### src/verilog/dpll_phase_monitor_pkg.sv
package dpll_phase_monitor_pkg;

    // ==========================================================
    // Register map and reset values
    localparam logic [7:0] STATUS_OFFSET = 8'h08;
    localparam logic [7:0] PHASE_LOW_OFFSET = 8'h77;
    localparam logic [7:0] PHASE_HIGH_OFFSET = 8'h78;
    localparam logic [7:0] TIMEOUT_OFFSET = 8'h79;
    localparam logic [7:0] PHASE_LOW_RESET = 8'h00;
    localparam logic [7:0] PHASE_HIGH_RESET = 8'h00;
    localparam logic [7:0] TIMEOUT_RESET = 8'h32;
    localparam int TRANSIENT_ALARM_BIT = 5;
    localparam int TIMEOUT_FIELD_MSB = 5;

    // ==========================================================
    // Transient threshold: (limit + offset) steps of 156.25 ns.
    // Phase error is measured in quarter nanoseconds.
    localparam int STEP_PS = 156250;
    localparam int QUARTER_NS_PS = 250;
    localparam logic [15:0] STEP_QNS = 16'(STEP_PS / QUARTER_NS_PS);
    localparam logic [15:0] LIMIT_OFFSET = 16'h0007;

    // ==========================================================
    // Timing of the phase-alarm timeout.
    localparam int CLK_PERIOD_NS = 8;
    localparam int SECOND_NS = 1000000000;
    localparam int CYCLES_PER_SECOND = SECOND_NS / CLK_PERIOD_NS;

endpackage : dpll_phase_monitor_pkg

### src/verilog/dpll_phase_monitor_regs.sv
`timescale 1ns/1ps
`default_nettype none
module dpll_phase_monitor_regs
    import dpll_phase_monitor_pkg::*;
#(
    parameter int PHASE_WIDTH = 16,
    parameter int AVG_SHIFT = 4,
    parameter int SECOND_CYCLES = dpll_phase_monitor_pkg::CYCLES_PER_SECOND
) (
    // Clock and reset
    input wire logic clk,
    input wire logic rstn,
    // Microprocessor port
    input wire logic [7:0] cpuAddr,
    input wire logic [7:0] cpuWrData,
    input wire logic cpuWrEn,
    input wire logic cpuRdEn,
    output logic [7:0] cpuRdData,
    // Phase detector samples
    input wire logic signed [PHASE_WIDTH-1:0] primaryPhase,
    input wire logic primaryPhaseValid,
    input wire logic signed [PHASE_WIDTH-1:0] secondaryPhase,
    input wire logic secondaryPhaseValid,
    input wire logic phaseSourceDpllSelect,
    // Phase transient monitor
    input wire logic monitorEnable,
    input wire logic buildOutOnAlarmEnable,
    input wire logic [3:0] transientLimit,
    input wire logic [15:0] phaseErrQns,
    input wire logic phaseErrValid,
    output logic phaseTransientAlarm,
    output logic phaseBuildOutPulse,
    // Locking timeout
    input wire logic lockAttempt,
    output logic phaseAlarm
);
    import dpll_phase_monitor_pkg::*;

    // Refuses a phase width other than the two byte registers and a degenerate second.
    if (PHASE_WIDTH != 16 || SECOND_CYCLES < 2)
    begin : paramCheck
        $error("dpll_phase_monitor_regs: unsupported parameters");
    end

    // ==========================================================
    // Phase readout path
    logic signed [PHASE_WIDTH-1:0] selSample;
    logic selValid;
    logic signed [PHASE_WIDTH-1:0] avgPhase;

    always_comb
    begin
        selSample = phaseSourceDpllSelect ? secondaryPhase : primaryPhase;
        selValid = phaseSourceDpllSelect ? secondaryPhaseValid : primaryPhaseValid;
    end

    // Signed arithmetic keeps the two's-complement encoding.
    phase_averager #(
        .WIDTH(PHASE_WIDTH),
        .SHIFT(AVG_SHIFT)
    ) u_avg (
        .clk(clk),
        .rstn(rstn),
        .sampleValid(selValid),
        .sample(selSample),
        .average(avgPhase)
    );

    // Reading the low byte freezes the high byte so both halves match.
    logic [7:0] highShadow_q;

    always_ff @(posedge clk or negedge rstn)
    begin
        if (!rstn)
            highShadow_q <= PHASE_HIGH_RESET;
        else if (cpuRdEn && cpuAddr == PHASE_LOW_OFFSET)
            highShadow_q <= avgPhase[15:8];
    end

    // ==========================================================
    // Transient monitor
    logic [15:0] thresholdQns;
    logic overLimit;
    logic clearAlarm;
    logic alarm_q;
    logic buildOut_q;

    always_comb
    begin
        thresholdQns = 16'(({12'h000, transientLimit} + LIMIT_OFFSET) * STEP_QNS);
        overLimit = monitorEnable && phaseErrValid && (phaseErrQns > thresholdQns);
        clearAlarm = cpuWrEn && cpuAddr == STATUS_OFFSET && cpuWrData[TRANSIENT_ALARM_BIT];
    end

    // The set wins over a software clear in the same cycle.
    always_ff @(posedge clk or negedge rstn)
    begin
        if (!rstn)
            alarm_q <= 1'b0;
        else if (overLimit)
            alarm_q <= 1'b1;
        else if (clearAlarm)
            alarm_q <= 1'b0;
    end

    always_ff @(posedge clk or negedge rstn)
    begin
        if (!rstn)
            buildOut_q <= 1'b0;
        else
            buildOut_q <= overLimit && !alarm_q && buildOutOnAlarmEnable;
    end

    assign phaseTransientAlarm = alarm_q;
    assign phaseBuildOutPulse = buildOut_q;

    // ==========================================================
    // Locking timeout
    logic [5:0] timeout_q;
    logic [31:0] tickCnt_q;
    logic secTick;
    logic [6:0] secCnt_q;
    logic expired;
    logic phaseAlarm_q;

    always_ff @(posedge clk or negedge rstn)
    begin
        if (!rstn)
            timeout_q <= TIMEOUT_RESET[5:0];
        else if (cpuWrEn && cpuAddr == TIMEOUT_OFFSET)
            timeout_q <= cpuWrData[TIMEOUT_FIELD_MSB:0];
    end

    always_ff @(posedge clk or negedge rstn)
    begin
        if (!rstn)
            tickCnt_q <= '0;
        else if (tickCnt_q == 32'(SECOND_CYCLES - 1))
            tickCnt_q <= '0;
        else
            tickCnt_q <= tickCnt_q + 32'h0000_0001;
    end

    assign secTick = (tickCnt_q == 32'(SECOND_CYCLES - 1));
    assign expired = secTick && (secCnt_q >= {timeout_q, 1'b0});

    // Seconds count while locking or while the rejection stands.
    always_ff @(posedge clk or negedge rstn)
    begin
        if (!rstn)
            secCnt_q <= '0;
        else if (!(lockAttempt || phaseAlarm_q) || expired)
            secCnt_q <= '0;
        else if (secTick)
            secCnt_q <= secCnt_q + 7'h01;
    end

    // A rejection holds until a second timeout period has elapsed.
    always_ff @(posedge clk or negedge rstn)
    begin
        if (!rstn)
            phaseAlarm_q <= 1'b0;
        else if (expired && (lockAttempt || phaseAlarm_q))
            phaseAlarm_q <= !phaseAlarm_q;
    end

    assign phaseAlarm = phaseAlarm_q;

    // ==========================================================
    // Register read port
    logic [7:0] rdData_q;

    always_ff @(posedge clk or negedge rstn)
    begin
        if (!rstn)
            rdData_q <= 8'h00;
        else if (cpuRdEn)
        begin
            unique case (cpuAddr)
                STATUS_OFFSET: rdData_q <= 8'(alarm_q) << TRANSIENT_ALARM_BIT;
                PHASE_LOW_OFFSET: rdData_q <= avgPhase[7:0];
                PHASE_HIGH_OFFSET: rdData_q <= highShadow_q;
                TIMEOUT_OFFSET: rdData_q <= {2'b00, timeout_q};
                default: rdData_q <= 8'h00;
            endcase
        end
    end

    assign cpuRdData = rdData_q;

    // ==========================================================
    // Checks
    AST_ALARM_SET: assert property (@(posedge clk) disable iff (!rstn)
        (monitorEnable && phaseErrValid && phaseErrQns > 16'((32'(transientLimit) + 7) * 625)) |=> alarm_q)
        else $error("transient alarm not set");
    AST_ALARM_CAUSE: assert property (@(posedge clk) disable iff (!rstn)
        $rose(alarm_q) |-> $past(monitorEnable) && $past(phaseErrValid)
            && $past(phaseErrQns) > 16'(($past(transientLimit) + 16'd7) * 625))
        else $error("transient alarm without cause");
    AST_ALARM_DISABLED: assert property (@(posedge clk) disable iff (!rstn)
        (!monitorEnable && !alarm_q) |=> !alarm_q)
        else $error("alarm raised while monitor disabled");
    AST_BUILD_OUT: assert property (@(posedge clk) disable iff (!rstn)
        phaseBuildOutPulse |-> $rose(alarm_q) && $past(buildOutOnAlarmEnable) ##1 !phaseBuildOutPulse)
        else $error("bad build-out pulse");
    AST_READ_LOW: assert property (@(posedge clk) disable iff (!rstn)
        (cpuRdEn && cpuAddr == 8'h77) |=> cpuRdData == $past(avgPhase[7:0]))
        else $error("low phase byte mismatch");
    AST_READ_PAIR: assert property (@(posedge clk) disable iff (!rstn)
        (cpuRdEn && cpuAddr == 8'h77) ##1 (cpuRdEn && cpuAddr == 8'h78)
        |=> cpuRdData == $past(avgPhase[15:8], 2))
        else $error("high phase byte not paired with low");
    AST_TIMEOUT_RW: assert property (@(posedge clk) disable iff (!rstn)
        (cpuWrEn && cpuAddr == 8'h79) ##1 (cpuRdEn && cpuAddr == 8'h79 && !cpuWrEn)
        |=> cpuRdData == {2'b00, $past(cpuWrData[5:0], 2)})
        else $error("timeout register readback mismatch");
    AST_TIMEOUT_ALARM: assert property (@(posedge clk) disable iff (!rstn)
        $rose(phaseAlarm_q) |-> $past(lockAttempt) && $past(secCnt_q) >= {$past(timeout_q), 1'b0})
        else $error("phase alarm before timeout");

endmodule : dpll_phase_monitor_regs
`default_nettype wire

### src/verilog/phase_averager.sv
`timescale 1ns/1ps
`default_nettype none
module phase_averager #(
    parameter int WIDTH = 16,
    parameter int SHIFT = 4
) (
    // Clock and reset
    input wire logic clk,
    input wire logic rstn,
    // Sample in
    input wire logic sampleValid,
    input wire logic signed [WIDTH-1:0] sample,
    // Average out
    output logic signed [WIDTH-1:0] average
);
    localparam int ACC_W = WIDTH + SHIFT;

    // Refuses widths and shifts that the accumulator cannot serve.
    if (SHIFT < 1 || SHIFT > 8 || WIDTH < 2)
    begin : paramCheck
        $error("phase_averager: unsupported WIDTH or SHIFT");
    end

    logic signed [ACC_W-1:0] acc_q;
    logic signed [ACC_W-1:0] acc_d;

    // First-order low-pass: the accumulator holds the mean scaled by 2**SHIFT.
    always_comb
    begin
        acc_d = acc_q + ACC_W'(sample) - (acc_q >>> SHIFT);
    end

    always_ff @(posedge clk or negedge rstn)
    begin
        if (!rstn)
            acc_q <= '0;
        else if (sampleValid)
            acc_q <= acc_d;
    end

    assign average = acc_q[ACC_W-1:SHIFT];

endmodule : phase_averager
`default_nettype wire
### config.mk
export PLATFORM = sky130hd
export DESIGN_NAME = dpll_phase_monitor_regs
export DESIGN_NICKNAME = d
export VERILOG_FILES = /design/src/verilog/dpll_phase_monitor_pkg.sv /design/src/verilog/dpll_phase_monitor_regs.sv /design/src/verilog/phase_averager.sv
export SDC_FILE = /design/constraint.sdc
export NUM_CORES = 1
export LEC_CHECK = 0
export BUFFER_PORTS_ARGS = -buffer_cell sky130_fd_sc_hd__clkbuf_2
export CORE_MARGIN = 4
export CORE_UTILIZATION = 40
export CTS_CLUSTER_DIAMETER = 30
export DETAILED_ROUTE_END_ITERATION = 8
export PLACE_DENSITY = 0.66
export SYNTH_ARGS = -nofsm -noshare
export SYNTH_HDL_FRONTEND = slang
export SYNTH_SLANG_ARGS = --single-unit
### constraint.sdc
create_clock -name clk -period 9.1 [get_ports clk]
set_clock_uncertainty 0.2 [all_clocks]
set_input_delay 0.91 -clock clk [delete_from_list [all_inputs] [get_ports clk]]
set_output_delay 0.91 -clock clk [all_outputs]
set_load 0.05 [all_outputs]
==> flow_metrics.py, run 1 <==
metrics = {
    "sta": {
        "setup_viol": 0,
        "report.final.hold_viol_count": 0,
        "tns_ns": 0,
        "finalMaxSlewViolations": 0,
        "post-route-period-util": 0.619,
        "max_freq_mhz": 178,
        "rsz0062_at_grt": "false",
        "worst_pin_slew_ns": 0.965,
        "slew_headroom": 0.344,
        "timing.final.crit_period_ns": 5.63,
    },
    "routing": {
        "drt_first_pass_iters": 5,
        "routed_wl_mm": 14.5,
        "detail_route.wl_per_cell_um": 14.0,
        "top_layer_used": "met4",
        "vias_per_cell": 5.10,
        "vias": 5266,
        "drt_iter0_drc": 216,
        "antenna_left": 0,
        "wl_met2_mm": 6.68,
        "wl_met3_um": 782,
        "drc": 0,
        "wl_met1_mm": 6.80,
    },
    "clock_tree": {
        "postCtsSetupRepairBufs": 0,
        "cts_tree": "built",
        "clockRootBuffer": "clkbuf_16",
        "cts_buffer_depth": 2,
        "cts.reportedPaths.clkPinSlew_ns": 0.06,
        "numClockSinks": 84,
        "cts_buffers": 9,
        "insertion_delay_ns": 0.34,
        "htree_levels": 3,
        "ctsHoldBuffers": 0,
        "cts_resized": 0,
    },
    "floorplanning": {
        "placementRows": 46,
        "die_y_um": 136,
        "initial_core_util": 0.409,
        "io_pins": 90,
        "dieArea_um2": 18400,
        "core_area_um2": 15900,
        "die_w_um": 136,
    },
    "power": {
        "power_switching_uw": 1100,
        "swShare": 0.444,
        "clockPowerShare": 0.170,
        "pwr_density_cell_nw_per_um2": 328,
        "p_leak_uw": 0.00377,
        "ir_worst_vdd_v": 0.000172,
        "seq_power_share": 0.199,
        "combPwrFrac": 0.631,
        "p_int_uw": 1380,
    },
    "critical_path": {
        "rr_worst_depth": 9,
        "crit_family": "adder cells",
        "start_kind": "input port",
        "critPathMaxFanout": 5,
        "worst_r2r_startpoint": "u_avg.acc_q[5]",
        "crit_path_top_delay_cell": "nor4_1",
        "endpoint_kind": "register",
        "cpPeakStageDelay_ns": 0.50,
        "cp.arrival_ns": 5.68,
        "ff2ff_setup_slack_ns": 5.78,
        "path_class": "in -> reg",
        "path_buf_inv": 7,
        "reg2reg_to": "u_avg.acc_q[12]",
        "critPathRequiredTime_ns": 9.14,
    },
    "global_routing": {
        "grt_pass1_wl_mm": 24.7,
        "grt_start_max_net_pins": 75,
        "overflow": 0,
        "antenna_found_initial": 0,
        "grt_pass1_vias": 5196,
        "grt_use_total": 0.165,
    },
    "place": {
        "gp_congestion": 0.863,
        "portBuffers": 87,
        "dp_hpwl_mm": 11.6,
    },
    "logic_synthesis": {
        "synth_area_um2": 6520,
        "synthArstFlopShare": 1.00,
        "synth-main-ff-cell": "dfrtp_1",
        "yosys_warnings": 0,
        "syn_nets": 889,
        "synth_cell_types": 57,
        "syn_area_per_cell_um2": 9.04,
        "synth_edf_count": 0,
        "syn_inst": 722,
        "yosysSeqAreaShare": 0.323,
        "ys_ff_latch": 84,
    },
    "min_path": {
        "min-delay-path-class": "in -> async",
    },
    "job": {
        "maxCapViolCount": 0,
    },
    "final_layout": {
        "antenna_cells": 0,
        "finalNetCount": 978,
        "drive_gt1_frac": 0.157,
        "area_delta_synth_final_pct": 15.7,
        "utilization": 0.473,
    },
    "status": {
        "status": "finished, final reports clean",
    },
}
## per-layer routing
metal  global-route usage  vias to the layer above
met4               0.0454                        0
met5                    0                        -
met3               0.0290                       21
met1                0.221                     2469
met2                0.275                      113
li1                     -                     2663
## final cells by class
| type | instances | area, um2 |
|---|---|---|
| timing repair buffer | 89 | 453 |
| fill | 1562 | 8400 |
| clock buffer | 10 | 229 |
| tap | 216 | 270 |
| inverter | 95 | 357 |
| sequential | 84 | 2110 |
| clock inverter | 6 | 111 |
| multi-input combinational | 532 | 4020 |
## power groups by stage
stage / logic [uW] / clock network, uW / registers [uW]
5_1_grt: 1790 / 443 / 503
2_1_floorplan: 1240 / 0 / 482
3_3_place_gp: 1510 / 0 / 501
3_5_place_dp: 1550 / 0 / 503
6_report: 1560 / 420 / 494
4_1_cts: 1570 / 428 / 496
## cell usage in the layout, fill, tap and decap left out, types with 4 or more instances in the layout
master	n
ha_1	67
dfrtp_1	81
nor4_1	4
nor2_1	59
o21ai_0	38
nand2_1	56
nor3b_1	5
nor3_1	13
mux2i_1	18
mux2_2	8
fa_1	21
a21o_1	14
nor2b_1	8
nand4_1	9
nand3_1	23
xor2_1	28
and3_1	7
nand2b_1	12
inv_1	95
clkbuf_2	86
xnor2_1	26
a21oi_1	44
a31oi_1	6
o22ai_1	9
clkbuf_16	9
or3_1	5
## cells by family after synthesis
kind of cell    synth area share
xor+xnor                  0.0725
flops                      0.323
compound gates             0.129
simple gates               0.178
buf+inv                   0.0614
mux                       0.0430
fa+ha+maj                  0.193
## worst reg2reg max path: stages (launching register included)
cell and delay, ns:
dfrtp_1 0.42, fa_1 0.54, fa_1 0.45, nand2b_1 0.20
a21oi_1 0.26, nor4b_1 0.11, o31ai_1 0.52, a21o_1 0.21
mux2i_1 0.18, o211ai_1 0.10
## per-stage QoR
| step | total power [uW] | hold WS, ns | cells | worst slack, ns | cell area (um2) |
|---|---|---|---|---|---|
| final | 2480 | 0.199 | 1032 | 3.47 | 7550 |
| after global routing | 2730 | 0.195 | 1032 | 3.12 | 7550 |
| after CTS | 2490 | 0.195 | 1032 | 3.42 | 7550 |
| after detailed placement | 2060 | 0.267 | 1016 | 3.06 | 7210 |
| after global placement | 2010 | 0.264 | 1016 | 3.20 | 7210 |
| after floorplan | 1720 | 0.245 | 722 | 3.91 | 6520 |
## registers in the layout, summed over array words and instances, names as in the netlist
register	cells
highShadow_q	8
timeout_q	6
phaseAlarm	1
phaseBuildOutPulse	1
secCnt_q	7
phaseTransientAlarm	1
tickCnt_q	32
u_avg.acc_q	20
cpuRdData	8
## worst max path at each step
stage,startpoint,endpoint,slack [ns],cells after the start
2_1_floorplan,transientLimit[0],phaseBuildOutPulse,3.91,24
3_3_place_gp,transientLimit[0],phaseBuildOutPulse,3.20,25
3_5_place_dp,transientLimit[0],phaseBuildOutPulse,3.06,25
4_1_cts,transientLimit[0],phaseBuildOutPulse,3.42,25
5_1_grt,transientLimit[0],phaseBuildOutPulse,3.12,25
6_report,transientLimit[0],phaseBuildOutPulse,3.47,25
## Yosys cell counts, types with 4 or more instances
library cell / count / share of area
inv_1: 95 / 0.055
mux2_2: 8 / 0.014
clkbuf_1: 7 / 0.0040
nor4_1: 4 / 0.0038
nand2_1: 56 / 0.032
nor3b_1: 5 / 0.0058
nor3_1: 13 / 0.010
xnor2_1: 26 / 0.035
ha_1: 67 / 0.13
nor2_1: 59 / 0.034
dfrtp_1: 81 / 0.31
mux2i_1: 19 / 0.029
xor2_1: 28 / 0.038
fa_1: 21 / 0.064
nand2b_1: 12 / 0.012
a21oi_1: 44 / 0.034
a21o_1: 14 / 0.016
nand3_1: 23 / 0.018
nand4_1: 9 / 0.0086
nor2b_1: 8 / 0.0077
and3_1: 7 / 0.0067
a31oi_1: 6 / 0.0058
o21ai_0: 38 / 0.029
or3_1: 5 / 0.0048
o22ai_1: 9 / 0.0086
(Power assumes the default switching activity.)
==> run 2: changes to the inputs <==
--- a/config.mk
+++ b/config.mk
@@ -10,7 +10,7 @@
 export CORE_UTILIZATION = 40
 export CTS_CLUSTER_DIAMETER = 30
 export DETAILED_ROUTE_END_ITERATION = 8
-export PLACE_DENSITY = 0.66
+export PLACE_DENSITY = 0.68
 export SYNTH_ARGS = -nofsm -noshare
 export SYNTH_HDL_FRONTEND = slang
 export SYNTH_SLANG_ARGS = --single-unit
==> constraint.sdc (replaced) <==
create_clock -name clk -period 4.6 [get_ports clk]
set_clock_uncertainty 0.2 [all_clocks]
set_input_delay 0.46 -clock clk [delete_from_list [all_inputs] [get_ports clk]]
set_output_delay 0.46 -clock clk [all_outputs]
set_load 0.05 [all_outputs]
==> run 2 against run 1 <==
The flow now finishes with violations (negative hold slack). Routed wire length grew 3.5%. Combinational power grew 100%. Total power grew 98%. Core utilization grew 1.4 points. Sequential power grew 99%. Global-route usage grew 0.18 points. Register-to-register slack lost 4.5 ns. Critical path type unchanged. Largest cell class unchanged.
==> flow_metrics.py, run 2 (same netlist as run 1, synthesis figures left out) <==
metrics = {
    "final_layout": {
        "reg_top3": "tickCnt_q: 32 flops, u_avg.acc_q: 20 flops",
        "antenna_cells": 0,
        "fin_area_um2": 7770,
        "fillCellCount": 1527,
        "final_cell_mix": "inv_1, clkbuf_2, dfrtp_1",
        "area_delta_synth_final_pct": 19.1,
        "finalNetCount": 1001,
        "drive_gt1_frac": 0.199,
        "largest_register_ffs": 32,
        "final_common_cell": "inv_1",
        "top_register": "tickCnt_q",
        "final_cell_count_no_fill": 1055,
    },
    "floorplanning": {
        "initial_core_util": 0.409,
        "io_pins": 90,
        "dieArea_um2": 18400,
        "die_w_um": 136,
        "placementRows": 46,
        "die_y_um": 136,
        "core_area_um2": 15900,
    },
    "global_routing": {
        "grt_pass1_vias": 5174,
        "antenna_found_initial": 0,
        "grt_use_total": 0.167,
        "overflow": 0,
        "grt_pass1_wl_mm": 24.6,
        "grt_start_max_net_pins": 59,
    },
    "critical_path": {
        "start_kind": "input port",
        "path_class": "in -> reg",
        "endpoint_kind": "register",
        "cp.arrival_ns": 4.34,
        "critPathRequiredTime_ns": 4.67,
        "critPathMaxFanout": 4,
    },
    "place": {
        "dp_hpwl_mm": 12.0,
        "place_ws_ns": -0.267,
        "portBuffers": 87,
        "placed_area_um2": 7390,
        "gp_congestion": 0.937,
        "place_inst": 1039,
    },
    "routing": {
        "drt_first_pass_iters": 5,
        "antenna_left": 0,
        "drc": 0,
        "vias_per_cell": 5.14,
        "detail_route.wl_per_cell_um": 14.2,
        "routed_wl_mm": 15.0,
        "vias": 5418,
        "drt_iter0_drc": 244,
    },
    "clock_tree": {
        "cts_buffer_depth": 2,
        "cts_tree": "built",
        "htree_levels": 3,
        "cts.reportedPaths.clkPinSlew_ns": 0.07,
        "ctsHoldBuffers": 0,
        "numClockSinks": 84,
        "clockRootBuffer": "clkbuf_16",
        "insertion_delay_ns": 0.35,
        "cts_buffers": 9,
    },
    "sta": {
        "slew_headroom": 0.406,
        "setup_slack_ns": 0.328,
        "finalMaxSlewViolations": 0,
        "tns_ns": 0,
        "hold_slack_ns": -0.0261,
        "post-route-period-util": 0.929,
        "setup_viol": 0,
        "rsz0062_at_grt": "false",
        "max_freq_mhz": 234,
        "worst_pin_slew_ns": 0.884,
        "report.final.hold_viol_count": 14,
        "timing.final.crit_period_ns": 4.27,
    },
    "status": {
        "violations": "negative hold slack",
        "status": "complete, but fails checks",
    },
    "job": {
        "maxCapViolCount": 0,
    },
    "power": {
        "ir_worst_vdd_v": 0.000356,
        "p_leak_uw": 0.00388,
        "pwr_density_cell_nw_per_um2": 632,
    },
    "min_path": {
        "min-delay-path-class": "in -> async",
    },
}
==> run 2: cell count changes in the layout (fill, tap and decap cells not counted), sizes merged <==
cell      delta
inv          +2
clkinv       +2
clkbuf       -2
buf         +24
bufinv       -2
clkinvlp     -1
==> run 2: final cells by class <==
type	count	area, um2	area share
Multi-Input combinational cell	532	4100	0.527
Sequential cell	84	2110	0.271
Timing Repair Buffer	112	628	0.0808
Inverter	95	359	0.0462
Tap cell	216	270	0.0348
Clock buffer	9	225	0.0290
Clock inverter	7	83.8	0.0108
==> run 2: worst paths after layout <==
check	slack [ns]	end	cells past startpoint	from
min reg2reg	0.29	tickCnt_q[28]	1	tickCnt_q[28]
max in group asynchronous	3.39	tickCnt_q[6]	2	rstn
max reg2reg	1.28	u_avg.acc_q[12]	9	u_avg.acc_q[5]
min in group clk	0.14	timeout_q[3]	2	cpuWrData[3]
max	0.33	phaseBuildOutPulse	25	transientLimit[0]
min	-0.03	secCnt_q[2]	1	rstn
==> run 2: through the flow <==
stage               utilization  hold WS (ns)  total power, uW
finish                    0.487       -0.0261             4910
global route              0.487        0.0470             5390
CTS                       0.483        0.0127             4890
detailed placement        0.464         0.278             4100
global placement          0.464         0.264             4030
floorplan                     -       -0.0356             3410
==> run 2: metal layers <==
metal  track usage  vias up  wire length [um]  share of wire
met5             0        -                 0              0
met4        0.0498        0               210          0.014
met3        0.0253       13               824          0.055
met2         0.280      109              7090           0.47
met1         0.223     2594              6880           0.46
li1              -     2702                 -              -
==> run 2: worst max-delay path, stage by stage <==
cell	delay, ns
buf_4	0.13
inv_2	0.07
ha_4	0.13
inv_1	0.05
o21a_1	0.18
ha_1	0.27
inv_1	0.05
ha_2	0.16
nand2b_4	0.13
ha_1	0.26
inv_1	0.04
fa_1	0.49
inv_2	0.05
ha_4	0.24
inv_4	0.05
a21oi_2	0.03
o21ai_2	0.16
nand2b_1	0.09
xnor2_1	0.13
ha_1	0.30
nand2_1	0.07
nor4_2	0.31
a21oi_1	0.10
nand4b_1	0.20
nor3b_1	0.20
==> run 2: power by group <==
group	internal (uW)	total, uW	switching [uW]
combinational	1380	3160	1780
clock	432	767	335
sequential	859	981	122
==> run 2: repair_timing <==
| action | in CTS | in global routing |
|---|---|---|
| gates resized for setup | 0 | 18 |
| buffers inserted | 0 | 1 |
| setup endpoints to repair | 0 | 2 |
